**config.mk**
```make
export PLATFORM = sky130hd
export DESIGN_NAME = erase_suspend_ctrl
export DESIGN_NICKNAME = d
export VERILOG_FILES = /design/src/erase_suspend_pkg.sv /design/src/erase_suspend_ctrl.sv
export SDC_FILE = /design/constraint.sdc
export NUM_CORES = 1
export LEC_CHECK = 0
export ABC_AREA = 1
export BUFFER_PORTS_ARGS = -buffer_cell sky130_fd_sc_hd__clkbuf_2
export CAP_MARGIN = 20
export CORE_ASPECT_RATIO = 1.5
export CORE_MARGIN = 2
export CORE_UTILIZATION = 58
export CTS_CLUSTER_DIAMETER = 120
export DETAILED_ROUTE_END_ITERATION = 12
export PLACE_DENSITY = 0.86
export SLEW_MARGIN = 20
export SYNTH_ARGS = -nofsm -noshare
export SYNTH_HDL_FRONTEND = slang
export SYNTH_SLANG_ARGS = --single-unit
```
**constraint.sdc**
```tcl
create_clock -name I_SYS_CLK -period 3.4 [get_ports I_SYS_CLK]
set_input_delay 0.68 -clock I_SYS_CLK [delete_from_list [all_inputs] [get_ports I_SYS_CLK]]
set_output_delay 0.68 -clock I_SYS_CLK [all_outputs]
set_load 0.01 [all_outputs]
```
**src/erase_suspend_pkg.sv**
```systemverilog
// shared constants for the erase-check and suspend command controller
package erase_suspend_pkg;
   // ==========================================================
   // command opcodes
   localparam logic [7:0] OPC_ERASE_CHECK     = 8'hD0;
   localparam logic [7:0] OPC_HALT_A          = 8'h85;
   localparam logic [7:0] OPC_HALT_B          = 8'h75;
   localparam logic [7:0] OPC_HALT_C          = 8'hB0;
   localparam logic [7:0] OPC_CONTINUE_A      = 8'h7A;
   localparam logic [7:0] OPC_CONTINUE_B      = 8'h8A;
   localparam logic [7:0] OPC_PAGE_PROG       = 8'h02;
   localparam logic [7:0] OPC_PAGE_PROG_WIDE  = 8'h12;
   localparam logic [7:0] OPC_FETCH           = 8'h03;
   localparam logic [7:0] OPC_FETCH_WIDE      = 8'h13;
   localparam logic [7:0] OPC_FAST_FETCH      = 8'h0B;
   localparam logic [7:0] OPC_FAST_FETCH_WIDE = 8'h0C;
   localparam logic [7:0] OPC_DUAL_FETCH      = 8'hBB;
   localparam logic [7:0] OPC_DUAL_FETCH_WIDE = 8'hBC;
   localparam logic [7:0] OPC_QUAD_FETCH      = 8'hEB;
   localparam logic [7:0] OPC_QUAD_FETCH_WIDE = 8'hEC;
   localparam logic [7:0] OPC_QUAD_DDR_FETCH  = 8'hED;
   localparam logic [7:0] OPC_STATUS1_FETCH   = 8'h05;
   localparam logic [7:0] OPC_ANY_REG_FETCH   = 8'h65;
   localparam logic [7:0] OPC_STATUS2_FETCH   = 8'h07;
   localparam logic [7:0] OPC_WRITE_PERMIT    = 8'h06;
   localparam logic [7:0] OPC_CLEAR_OPT       = 8'h30;
   localparam logic [7:0] OPC_CLEAR           = 8'h82;
   localparam logic [7:0] OPC_RESET_ARM       = 8'h66;
   localparam logic [7:0] OPC_RESET           = 8'h99;
   localparam logic [7:0] OPC_SECTOR_ERASE    = 8'hD8;
   localparam logic [7:0] OPC_SECTOR_ERASE_W  = 8'hDC;
   localparam logic [7:0] OPC_SMALL_ERASE     = 8'h20;
   localparam logic [7:0] OPC_SMALL_ERASE_W   = 8'h21;
   localparam logic [7:0] OPC_BULK_ERASE      = 8'h60;
   localparam logic [7:0] OPC_BULK_ERASE_ALT  = 8'hC7;
   localparam logic [7:0] OPC_LOCK_READ       = 8'hFA;
   localparam logic [7:0] OPC_LOCK_WRITE      = 8'hFB;
   localparam logic [7:0] OPC_LOCK_READ_W     = 8'hE0;
   localparam logic [7:0] OPC_LOCK_WRITE_W    = 8'hE1;
   localparam logic [7:0] OPC_PERSIST_READ    = 8'hFC;
   localparam logic [7:0] OPC_PERSIST_READ_W  = 8'hE2;
   // ==========================================================
   // register map (byte offsets) and fields
   localparam logic [3:0] REG_CTRL         = 4'h0;
   localparam logic [3:0] REG_STATUS       = 4'h4;
   localparam logic [3:0] REG_LAST_CMD     = 4'h8;
   localparam logic [3:0] REG_ERASE_SECTOR = 4'hC;
   localparam int CTRL_QUAD_BIT  = 0;
   localparam int CTRL_ADDR4_BIT = 1;
   localparam int CTRL_CLR30_BIT = 2;
   localparam logic [2:0] CTRL_RESET = 3'h0;
   localparam int ST1_BUSY_BIT   = 0;
   localparam int ST1_PERMIT_BIT = 1;
   localparam int ST1_PERR_BIT   = 6;
   localparam int ST2_PHALT_BIT  = 0;
   localparam int ST2_EHALT_BIT  = 1;
   localparam int ST2_EOK_BIT    = 2;
   localparam int ST2_LSB        = 8;
   // ==========================================================
   // timing
   localparam int CLK_PERIOD_NS      = 10;
   localparam int ERASE_CHECK_TIME_NS = 20000;
   localparam int SUSPEND_LATENCY_NS  = 40000;
   localparam int OP_TIME_NS          = 500000;
   localparam int ERASE_CHECK_CYCLES = (ERASE_CHECK_TIME_NS + CLK_PERIOD_NS - 1) / CLK_PERIOD_NS;
   localparam int SUSPEND_CYCLES     = SUSPEND_LATENCY_NS / CLK_PERIOD_NS;
   localparam int OP_CYCLES          = (OP_TIME_NS + CLK_PERIOD_NS - 1) / CLK_PERIOD_NS;
   localparam int CNT_W              = 24;

   typedef enum logic [2:0] {
      OP_IDLE    = 3'b000,
      OP_PROGRAM = 3'b001,
      OP_SECTOR  = 3'b010,
      OP_BULK    = 3'b011,
      OP_CHECK   = 3'b100,
      OP_HALTING = 3'b101
   } op_state_t;
endpackage

```
**src/erase_suspend_ctrl.sv**
```systemverilog
// erase-check and program/erase suspend command controller
// Functional notes
// - erase check sets erase-ok bit to sector blank result.
// - erase check takes three or four address bytes per address-length bit.
// - busy stays high through the check, clears when result updated.
// - check needs no write permit; device sets then clears the latch.
// - four-wire mode moves the opcode on four lines, two clocks a byte.
// - three opcodes all mean suspend.
// - suspend only acts on program or sector erase, never bulk erase.
// - busy clears within suspend latency; host polls busy.
// - program-halted bit set when a program is suspended.
// - erase-halted bit set when an erase is suspended.
// - erase suspend allows reads and programs; program suspend reads only.
// - erase suspend allows reading and writing sector lock array.
// - new erase commands ignored while anything is suspended.
// - page program accepted in erase suspend only without halted program.
// - program into the halted erase sector fails and sets program error.
// - all nine array read opcodes accepted during any suspend.
// - all three status reads accepted during any suspend.
// - write permit accepted in erase suspend, not program suspend.
// - clear status: one opcode always, other when option bit selects it; during a suspend the code accepts either only in erase suspend.
// - continue opcodes accepted during suspend and restart the operation.
// - reset arm and reset accepted at any time.
//
// The implementer's own choices: the Avalon-MM interface to the registers and the address map.
`timescale 1ns/1ps
`default_nettype none
module erase_suspend_ctrl
   import erase_suspend_pkg::*;
#(
   parameter int CHECK_CYC  = ERASE_CHECK_CYCLES,
   parameter int HALT_CYC   = SUSPEND_CYCLES,
   parameter int OP_CYC     = OP_CYCLES,
   parameter int SECTOR_W   = 16
) (
   input  wire logic        I_SYS_CLK,
   input  wire logic        I_NRST,
   input  wire logic [3:0]  I_AVS_ADDRESS,
   input  wire logic        I_AVS_READ,
   input  wire logic        I_AVS_WRITE,
   input  wire logic [31:0] I_AVS_WRITEDATA,
   input  wire logic [3:0]  I_AVS_BYTEENABLE,
   output var  logic [31:0] O_AVS_READDATA,
   output logic             O_AVS_WAITREQUEST,
   input  wire logic        I_SPI_SCK,
   input  wire logic        I_SPI_CS_N,
   input  wire logic [3:0]  I_SPI_IO,
   input  wire logic        I_SECTOR_ERASED,
   output var  logic        O_CMD_VALID,
   output var  logic [7:0]  O_CMD_OPCODE,
   output var  logic [31:0] O_CMD_ADDR,
   output logic             O_BUSY,
   output logic             O_PROG_HALTED,
   output logic             O_ERASE_HALTED
);
   import erase_suspend_pkg::*;

   // ==========================================================
   // pin synchronisers and edge detection
   logic [2:0]  sck_sync;
   logic [2:0]  cs_sync;
   logic [3:0]  io_meta;
   logic [3:0]  io_s;
   logic        sck_rise;
   logic        cs_rise;

   always_ff @(posedge I_SYS_CLK or negedge I_NRST) begin
      if (!I_NRST) begin
         sck_sync <= 3'h0;
         cs_sync  <= 3'h7;
         io_meta  <= 4'h0;
         io_s     <= 4'h0;
      end else begin
         sck_sync <= {sck_sync[1:0], I_SPI_SCK};
         cs_sync  <= {cs_sync[1:0], I_SPI_CS_N};
         io_meta  <= I_SPI_IO;
         io_s     <= io_meta;
      end
   end

   assign sck_rise = sck_sync[1] & ~sck_sync[2];
   assign cs_rise  = cs_sync[1] & ~cs_sync[2];

   // ==========================================================
   // control register
   logic [2:0] ctrl;
   logic       quad;
   logic       addr4;
   logic       clr30;
   assign quad  = ctrl[CTRL_QUAD_BIT];
   assign addr4 = ctrl[CTRL_ADDR4_BIT];
   assign clr30 = ctrl[CTRL_CLR30_BIT];

   // ==========================================================
   // address bytes that follow each opcode
   function automatic logic [2:0] addr_len(input logic [7:0] opc, input logic wide);
      logic [2:0] n;
      n = 3'd0;
      case (opc)
         OPC_PAGE_PROG_WIDE, OPC_FETCH_WIDE, OPC_FAST_FETCH_WIDE, OPC_DUAL_FETCH_WIDE,
         OPC_QUAD_FETCH_WIDE, OPC_QUAD_DDR_FETCH, OPC_SECTOR_ERASE_W, OPC_SMALL_ERASE_W,
         OPC_LOCK_READ_W, OPC_LOCK_WRITE_W, OPC_PERSIST_READ_W: n = 3'd4;
         OPC_ERASE_CHECK, OPC_PAGE_PROG, OPC_FETCH, OPC_FAST_FETCH, OPC_DUAL_FETCH,
         OPC_QUAD_FETCH, OPC_SECTOR_ERASE, OPC_SMALL_ERASE, OPC_LOCK_READ,
         OPC_LOCK_WRITE, OPC_PERSIST_READ: n = wide ? 3'd4 : 3'd3;
         default: n = 3'd0;
      endcase
      return n;
   endfunction

   // commands permitted while an operation is suspended
   function automatic logic permitted(input logic [7:0] opc, input logic ph, input logic eh,
                                      input logic opt);
      logic r;
      r = 1'b0;
      case (opc)
         OPC_FETCH, OPC_FETCH_WIDE, OPC_FAST_FETCH, OPC_FAST_FETCH_WIDE, OPC_DUAL_FETCH,
         OPC_DUAL_FETCH_WIDE, OPC_QUAD_FETCH, OPC_QUAD_FETCH_WIDE, OPC_QUAD_DDR_FETCH: r = 1'b1;
         OPC_STATUS1_FETCH, OPC_ANY_REG_FETCH, OPC_STATUS2_FETCH: r = 1'b1;
         OPC_CONTINUE_A, OPC_CONTINUE_B: r = 1'b1;
         OPC_RESET_ARM, OPC_RESET: r = 1'b1;
         OPC_CLEAR_OPT: r = opt ? eh : 1'b1;
         OPC_CLEAR: r = eh;
         OPC_WRITE_PERMIT, OPC_PAGE_PROG, OPC_PAGE_PROG_WIDE: r = eh & ~ph;
         OPC_LOCK_READ, OPC_LOCK_WRITE, OPC_LOCK_READ_W, OPC_LOCK_WRITE_W,
         OPC_PERSIST_READ, OPC_PERSIST_READ_W: r = eh;
         default: r = 1'b0;
      endcase
      return r;
   endfunction

   // ==========================================================
   // serial command receiver
   logic [7:0]  shreg;
   logic [3:0]  bit_cnt;
   logic [2:0]  byte_cnt;
   logic [7:0]  opcode;
   logic [31:0] addr;
   logic [7:0]  next_byte;
   logic [3:0]  next_bit_cnt;
   logic [2:0]  nbytes;

   assign next_byte    = quad ? {shreg[3:0], io_s} : {shreg[6:0], io_s[0]};
   assign next_bit_cnt = bit_cnt + (quad ? 4'd4 : 4'd1);
   assign nbytes       = addr_len(opcode, addr4);

   always_ff @(posedge I_SYS_CLK or negedge I_NRST) begin
      if (!I_NRST) begin
         shreg    <= 8'h00;
         bit_cnt  <= 4'h0;
         byte_cnt <= 3'h0;
         opcode   <= 8'h00;
         addr     <= 32'h0000_0000;
      end else if (cs_sync[2]) begin
         shreg    <= 8'h00;
         bit_cnt  <= 4'h0;
         byte_cnt <= 3'h0;
         addr     <= 32'h0000_0000;
      end else if (sck_rise && !cs_sync[1]) begin
         shreg <= next_byte;
         if (next_bit_cnt == 4'd8) begin
            bit_cnt <= 4'h0;
            if (byte_cnt != 3'd7) begin
               byte_cnt <= byte_cnt + 3'd1;
            end
            if (byte_cnt == 3'd0) begin
               opcode <= next_byte;
            end else if (byte_cnt <= nbytes) begin
               addr <= {addr[23:0], next_byte};
            end
         end else begin
            bit_cnt <= next_bit_cnt;
         end
      end
   end

   // ==========================================================
   // frame decode
   op_state_t   op_state;
   logic [CNT_W-1:0] timer;
   logic        prog_halted;
   logic        erase_halted;
   logic        halting_prog;
   logic        write_permit_latch;
   logic        p_err;
   logic        erase_ok;
   logic [31:0] erase_addr;
   logic        halted;
   logic        frame_ok;
   logic        accept;
   logic        idle;
   logic        is_halt;
   logic        is_cont;
   logic        is_prog;
   logic        is_erase;
   logic        is_clear;
   logic        same_sector;
   logic        take_check;
   logic        take_prog;
   logic        prog_fail;
   logic        take_erase;
   logic        take_bulk;
   logic        take_halt;
   logic        take_cont;

   assign halted   = prog_halted | erase_halted;
   assign idle     = (op_state == OP_IDLE);
   assign frame_ok = cs_rise && (bit_cnt == 4'h0) && ({1'b0, byte_cnt} >= {1'b0, nbytes} + 4'd1);
   assign accept   = frame_ok && (!halted || permitted(opcode, prog_halted, erase_halted, clr30));
   assign is_halt  = (opcode == OPC_HALT_A) || (opcode == OPC_HALT_B) || (opcode == OPC_HALT_C);
   assign is_cont  = (opcode == OPC_CONTINUE_A) || (opcode == OPC_CONTINUE_B) ||
                     ((opcode == OPC_CLEAR_OPT) && !clr30);
   assign is_prog  = (opcode == OPC_PAGE_PROG) || (opcode == OPC_PAGE_PROG_WIDE);
   assign is_erase = (opcode == OPC_SECTOR_ERASE) || (opcode == OPC_SECTOR_ERASE_W) ||
                     (opcode == OPC_SMALL_ERASE) || (opcode == OPC_SMALL_ERASE_W);
   assign is_clear = (opcode == OPC_CLEAR) || ((opcode == OPC_CLEAR_OPT) && clr30);
   assign same_sector = erase_halted && (addr[31:SECTOR_W] == erase_addr[31:SECTOR_W]);

   assign take_check = accept && idle && (opcode == OPC_ERASE_CHECK);
   assign take_prog  = accept && idle && is_prog && write_permit_latch && !same_sector && !prog_halted;
   assign prog_fail  = accept && idle && is_prog && write_permit_latch && same_sector && !prog_halted;
   assign take_erase = accept && idle && is_erase && write_permit_latch && !halted;
   assign take_bulk  = accept && idle && write_permit_latch && !halted &&
                       ((opcode == OPC_BULK_ERASE) || (opcode == OPC_BULK_ERASE_ALT));
   assign take_halt  = accept && is_halt && ((op_state == OP_PROGRAM) || (op_state == OP_SECTOR));
   assign take_cont  = accept && idle && is_cont && halted;

   // ==========================================================
   // operation sequencer
   always_ff @(posedge I_SYS_CLK or negedge I_NRST) begin
      if (!I_NRST) begin
         op_state     <= OP_IDLE;
         timer        <= '0;
         halting_prog <= 1'b0;
      end else begin
         if (timer != '0) begin
            timer <= timer - 1'b1;
         end
         case (op_state)
            OP_IDLE: begin
               if (take_check) begin
                  op_state <= OP_CHECK;
                  timer    <= CNT_W'(CHECK_CYC);
               end else if (take_prog) begin
                  op_state <= OP_PROGRAM;
                  timer    <= CNT_W'(OP_CYC);
               end else if (take_erase) begin
                  op_state <= OP_SECTOR;
                  timer    <= CNT_W'(OP_CYC);
               end else if (take_bulk) begin
                  op_state <= OP_BULK;
                  timer    <= CNT_W'(OP_CYC);
               end else if (take_cont) begin
                  op_state <= prog_halted ? OP_PROGRAM : OP_SECTOR;
                  timer    <= CNT_W'(OP_CYC);
               end
            end
            OP_PROGRAM, OP_SECTOR: begin
               if (take_halt) begin
                  op_state     <= OP_HALTING;
                  timer        <= CNT_W'(HALT_CYC);
                  halting_prog <= (op_state == OP_PROGRAM);
               end else if (timer == '0) begin
                  op_state <= OP_IDLE;
               end
            end
            OP_BULK, OP_CHECK, OP_HALTING: begin
               if (timer == '0) begin
                  op_state <= OP_IDLE;
               end
            end
            default: op_state <= OP_IDLE;
         endcase
      end
   end

   // ==========================================================
   // suspend status bits
   always_ff @(posedge I_SYS_CLK or negedge I_NRST) begin
      if (!I_NRST) begin
         prog_halted  <= 1'b0;
         erase_halted <= 1'b0;
      end else begin
         if (op_state == OP_HALTING && timer == '0) begin
            if (halting_prog) begin
               prog_halted <= 1'b1;
            end else begin
               erase_halted <= 1'b1;
            end
         end else if (take_cont) begin
            if (prog_halted) begin
               prog_halted <= 1'b0;
            end else begin
               erase_halted <= 1'b0;
            end
         end
      end
   end

   // write permit latch, program error, erase result, erased sector
   always_ff @(posedge I_SYS_CLK or negedge I_NRST) begin
      if (!I_NRST) begin
         write_permit_latch        <= 1'b0;
         p_err      <= 1'b0;
         erase_ok   <= 1'b0;
         erase_addr <= 32'h0000_0000;
      end else begin
         if (take_check) begin
            write_permit_latch <= 1'b1;
         end else if (accept && idle && opcode == OPC_WRITE_PERMIT) begin
            write_permit_latch <= 1'b1;
         end else if ((op_state == OP_CHECK && timer == '0) || take_prog || prog_fail ||
                      take_erase || take_bulk || (accept && idle && is_clear)) begin
            write_permit_latch <= 1'b0;
         end
         if (prog_fail) begin
            p_err <= 1'b1;
         end else if (accept && idle && is_clear) begin
            p_err <= 1'b0;
         end
         if (op_state == OP_CHECK && timer == '0) begin
            erase_ok <= I_SECTOR_ERASED;
         end
         if (take_erase) begin
            erase_addr <= addr;
         end
      end
   end

   // accepted command reported to the array side
   always_ff @(posedge I_SYS_CLK or negedge I_NRST) begin
      if (!I_NRST) begin
         O_CMD_VALID  <= 1'b0;
         O_CMD_OPCODE <= 8'h00;
         O_CMD_ADDR   <= 32'h0000_0000;
      end else begin
         O_CMD_VALID <= accept;
         if (accept) begin
            O_CMD_OPCODE <= opcode;
            O_CMD_ADDR   <= addr;
         end
      end
   end

   assign O_BUSY         = !idle;
   assign O_PROG_HALTED  = prog_halted;
   assign O_ERASE_HALTED = erase_halted;

   // ==========================================================
   // register bus slave, one wait cycle per access
   logic        ack;
   logic [31:0] status_word;
   assign O_AVS_WAITREQUEST = (I_AVS_READ | I_AVS_WRITE) & ~ack;
   assign status_word = {16'h0000,
                         5'h00, erase_ok, erase_halted, prog_halted,
                         1'b0, p_err, 4'h0, write_permit_latch, !idle};

   always_ff @(posedge I_SYS_CLK or negedge I_NRST) begin
      if (!I_NRST) begin
         ack            <= 1'b0;
         ctrl           <= CTRL_RESET;
         O_AVS_READDATA <= 32'h0000_0000;
      end else begin
         ack <= (I_AVS_READ | I_AVS_WRITE) & ~ack;
         if (I_AVS_READ && !ack) begin
            if (I_AVS_ADDRESS == REG_CTRL) begin
               O_AVS_READDATA <= {29'h0, ctrl};
            end else if (I_AVS_ADDRESS == REG_STATUS) begin
               O_AVS_READDATA <= status_word;
            end else if (I_AVS_ADDRESS == REG_LAST_CMD) begin
               O_AVS_READDATA <= {24'h000000, O_CMD_OPCODE};
            end else if (I_AVS_ADDRESS == REG_ERASE_SECTOR) begin
               O_AVS_READDATA <= erase_addr;
            end else begin
               O_AVS_READDATA <= 32'h0000_0000;
            end
         end
         if (I_AVS_WRITE && ack && I_AVS_ADDRESS == REG_CTRL && I_AVS_BYTEENABLE[0]) begin
            ctrl <= I_AVS_WRITEDATA[2:0];
         end
      end
   end

   // suspend latency is far beyond a delay range, so it is counted here
   logic [CNT_W-1:0] halt_span;
   always_ff @(posedge I_SYS_CLK or negedge I_NRST) begin
      if (!I_NRST) begin
         halt_span <= '0;
      end else if (op_state == OP_HALTING) begin
         halt_span <= halt_span + 1'b1;
      end else begin
         halt_span <= '0;
      end
   end
endmodule
`default_nettype wire

```
==> results.py <==
metrics = {
    "yosys": {
        "synth_top_family_by_area": "simple AND/OR/NAND/NOR gates",
        "synth_edf_count": 0,
        "ys.flop_type": "dfrtp_1",
        "netlist_area_um2": 9854,
        "syn_nets": 1214,
        "synth_cells": 1149,
        "ys_ff_latch": 210,
        "synth_mux_area_share_pct": 0.1143,
        "yosysUniqueCellTypes": 51,
        "postSynthAreaPerCell_um2": 8.577,
        "synth_compound_area_share_pct": 11.19,
        "ys_seq_area_share_pct": 53.36,
        "synth-async-reset-ratio_pct": 100.0,
        "synthXorXnorAreaFrac_pct": 2.400,
        "synth_fa_ha_area_share_pct": 1.778,
        "synth-simple-area-share_pct": 23.62,
        "yosysWarnings": 0,
    },
    "sta": {
        "hold_viol": 0,
        "fin_worst_skew_ns": 0.01071,
        "holdWs_ns": 0.2443,
        "period_needed_ns": 3.264,
        "fmax_ghz": 0.3064,
        "finalMaxSlewViolations": 0,
        "min_period_over_period_pct": 96.00,
        "tightest_slew_ns": 0.7246,
        "setup_viol": 0,
        "relSlewSlack_pct": 51.69,
    },
    "worst_setup_path": {
        "required_ns": 3.78,
        "critPathCaptureType": "register",
        "crit_path_start_kind": "register",
        "path_max_fanout": 4,
        "crit_type": "register to register",
        "critical_path_arrival_ns": 3.64,
    },
    "cells_and_area": {
        "areaGrowthSynthToFinish_pct": 16.77,
        "instances_no_fill": 1491,
        "drive_gt1_share_pct": 18.50,
        "final_area_um2": 11510,
        "antennaDiodeCount": 0,
        "nNetsFinal": 1333,
        "fin_util_pct": 68.94,
    },
    "clock_tree": {
        "h-tree-depth": 1,
        "cts-buffers-inserted": 20,
        "cts.hold.buffers_added": 0,
        "clk_latency_ns": 0.50,
        "cts_sinks": 210,
        "cts_buffer_depth": 3,
        "cts_tree": "built",
        "clkSlewWorstSetupHoldPaths_ns": 0.06,
        "root_buffer": "clkbuf_16",
    },
    "pwr": {
        "leakagePower_nw": 5.809,
        "power_density_nw_per_um2": 445.2,
        "peakVddDrop_v": 0.0003815,
        "total_power_w": 0.005123,
    },
    "global_route": {
        "grt_pass1_wl_mm": 39.96,
        "grt_use_met2_pct": 47.27,
        "grt_start_max_net_pins": 93,
        "track_usage_pct": 27.21,
        "met3_usage_pct": 3.525,
        "grt_antenna_before_repair": 0,
        "busiest_layer": "met2",
        "grt_use_met1_pct": 34.07,
        "grt.overflow.total": 0,
        "grt_pass1_vias": 8152,
    },
    "detailed_routing": {
        "ant_nets": 0,
        "routed_via_density": 5.577,
        "avgRoutedWirePerCell_um": 16.51,
        "drc_errors": 0,
        "drt-initial-drc-count": 778,
        "wirelength_mm": 24.61,
        "dr.pass1.iters": 6,
        "vias": 8315,
    },
    "die": {
        "die_y_um": 163.6,
        "initial_core_util_pct": 59.04,
        "die_area_um2": 18070,
        "die_w_um": 110.4,
        "core_area_um2": 16690,
        "num_io_pins": 128,
        "rows": 58,
    },
    "worst_hold_path": {
        "worst_hold_path_type": "input port to asynchronous set/reset pin",
    },
    "placement": {
        "dpl.cell_count": 1454,
        "gp_congestion": 0.9287,
        "io_buffers": 95,
        "placed_area_um2": 10780,
        "dp_hpwl_mm": 17.45,
    },
    "job": {
        "maxCapViolations": 0,
    },
    "run_status": {
        "outcome": "completed",
    },
}
## worst paths after layout
kind | slack, ns | start | cells after the start | endpoint
max reg2reg | 0.14 | opcode[6]$_DFFE_PN0P_ | 23 | timer[8]$_DFF_PN0_
max | 0.14 | opcode[6]$_DFFE_PN0P_ | 23 | timer[8]$_DFF_PN0_
min in group I_SYS_CLK | 0.26 | I_SPI_CS_N | 1 | cs_sync[0]$_DFF_PN1_
min reg2reg | 0.35 | io_meta[3]$_DFF_PN0_ | 0 | io_s[3]$_DFF_PN0_
min | 0.24 | I_NRST | 1 | O_AVS_READDATA[19]$_DFFE_PN0P_
max in group asynchronous | 2.30 | I_NRST | 2 | cs_sync[2]$_DFF_PN1_
## final cells by class
| cell class | instances | area [µm²] |
|---|---|---|
| flip-flops and latches | 210 | 5265 |
| fillers | 1282 | 5184 |
| multi-input cells | 748 | 3892 |
| repair buffers | 129 | 818.3 |
| inverters | 159 | 604.3 |
| clock buffers | 28 | 580.6 |
| well taps | 210 | 262.8 |
| clock inverters | 7 | 83.83 |
## cell families after synthesis
logic type / count (synthesis)
adders and majority gates: 14
AOI/OAI and AO/OA: 196
xor gates and xnor gates: 27
muxes: 1
buffers and inverters: 191
DFF: 210
and+or+nand+nor: 510
## where the power goes
part	internal [W]	total, W	switching (W)
Clock	0.00128	0.00224	0.000954
Combinational	0.0000858	0.000309	0.000223
Sequential	0.00254	0.00258	0.0000425
Total	0.00390	0.00512	0.00122
## layout by cell type (no fill, tap or decap), types with 3 or more instances in the layout
| cell type | count |
|---|---|
| nand2_1 | 254 |
| dfrtp_1 | 202 |
| inv_1 | 143 |
| o21ai_0 | 123 |
| nor2_1 | 106 |
| clkbuf_2 | 94 |
| nand3_1 | 59 |
| buf_4 | 27 |
| xor2_1 | 24 |
| o22ai_1 | 24 |
| clkbuf_16 | 20 |
| nor3_1 | 17 |
| nand4_1 | 17 |
| o31ai_1 | 15 |
| ha_1 | 14 |
| inv_2 | 13 |
| nand2_2 | 11 |
| nor2_4 | 11 |
| a21oi_1 | 10 |
| nor2_2 | 9 |
| clkbuf_8 | 6 |
| buf_12 | 6 |
| o21ai_1 | 5 |
| dfrtp_2 | 5 |
| nor4_1 | 4 |
| or2_2 | 3 |
| nand3_2 | 3 |
| nand3_4 | 3 |
| inv_6 | 3 |
| xnor2_1 | 3 |
| a31oi_1 | 3 |
| a221oi_1 | 3 |
| clkbuf_1 | 3 |
| dfstp_2 | 3 |
## flip-flops by register name, indices dropped and copies added, names as in the netlist, 4 cells and up
signal,flops
addr,32
O_AVS_READDATA,32
opcode,8
io_meta,4
O_CMD_ADDR,32
timer,24
O_CMD_OPCODE,8
bit_cnt,4
shreg,7
io_s,4
erase_addr,32
## worst max-delay path, cell delays in order (launching register included)
cell     delay [ns]
dfrtp_1        0.43
nor2_2         0.20
inv_2          0.08
nor2_1         0.16
inv_1          0.08
nor2_1         0.09
nor2_1         0.07
nand4_1        0.13
nand2_1        0.13
inv_1          0.10
ha_1           0.22
inv_1          0.05
ha_1           0.21
nand2_1        0.06
inv_1          0.04
o21ai_1        0.14
inv_2          0.09
nand3_4        0.13
buf_4          0.12
nor2_1         0.03
nand3_1        0.16
nand3_1        0.15
nor2_4         0.16
o21ai_1        0.08
## cells in the mapped netlist, types with 2 or more instances
cell	count	share of area [%]
a32oi_1	2	0.18
nor2_1	109	4.2
dfstp_2	3	0.80
nor3b_1	2	0.15
nand3_2	3	0.30
a31oi_1	3	0.19
nand3b_1	2	0.15
nand3_4	3	0.53
xnor2_1	3	0.27
inv_1	145	5.5
ha_1	14	1.8
dfrtp_1	207	53
o31ai_1	15	1.1
or2_2	3	0.19
buf_2	4	0.20
inv_4	2	0.13
xor2_1	24	2.1
nand2_1	257	9.8
a221oi_1	3	0.27
nor4_1	5	0.32
nor2_2	7	0.44
nand2_2	8	0.51
o21ai_1	4	0.20
clkbuf_1	27	1.0
o21ai_0	124	6.3
o22ai_1	24	1.5
inv_2	11	0.42
nand4_1	17	1.1
nor2_4	10	1.1
a21oi_1	11	0.56
nor3_1	19	0.96
nand3_1	59	3.0
## through the flow
| stage | worst slack [ns] | TNS (ns) |
|---|---|---|
| CTS | 0.004147 | 0 |
| finish | 0.1359 | 0 |
| floorplan | 0.3969 | 0 |
| global placement | 0.06209 | 0 |
| detailed placement | 0.02105 | 0 |
| global route | -0.05970 | -0.5254 |
## routing by layer
metal  part of all wire (%)  up-vias
met3                    5.8       88
li1                       -     3964
met2                     50      332
met1                     40     3931
met4                    4.4        0
met5                      0        -
## timing repair
action	in CTS	in global routing
hold endpoints to repair	0	0
resized for setup	0	19
buffers inserted	0	2
endpoints found under the setup margin	0	103
(Power assumes the default switching activity.)
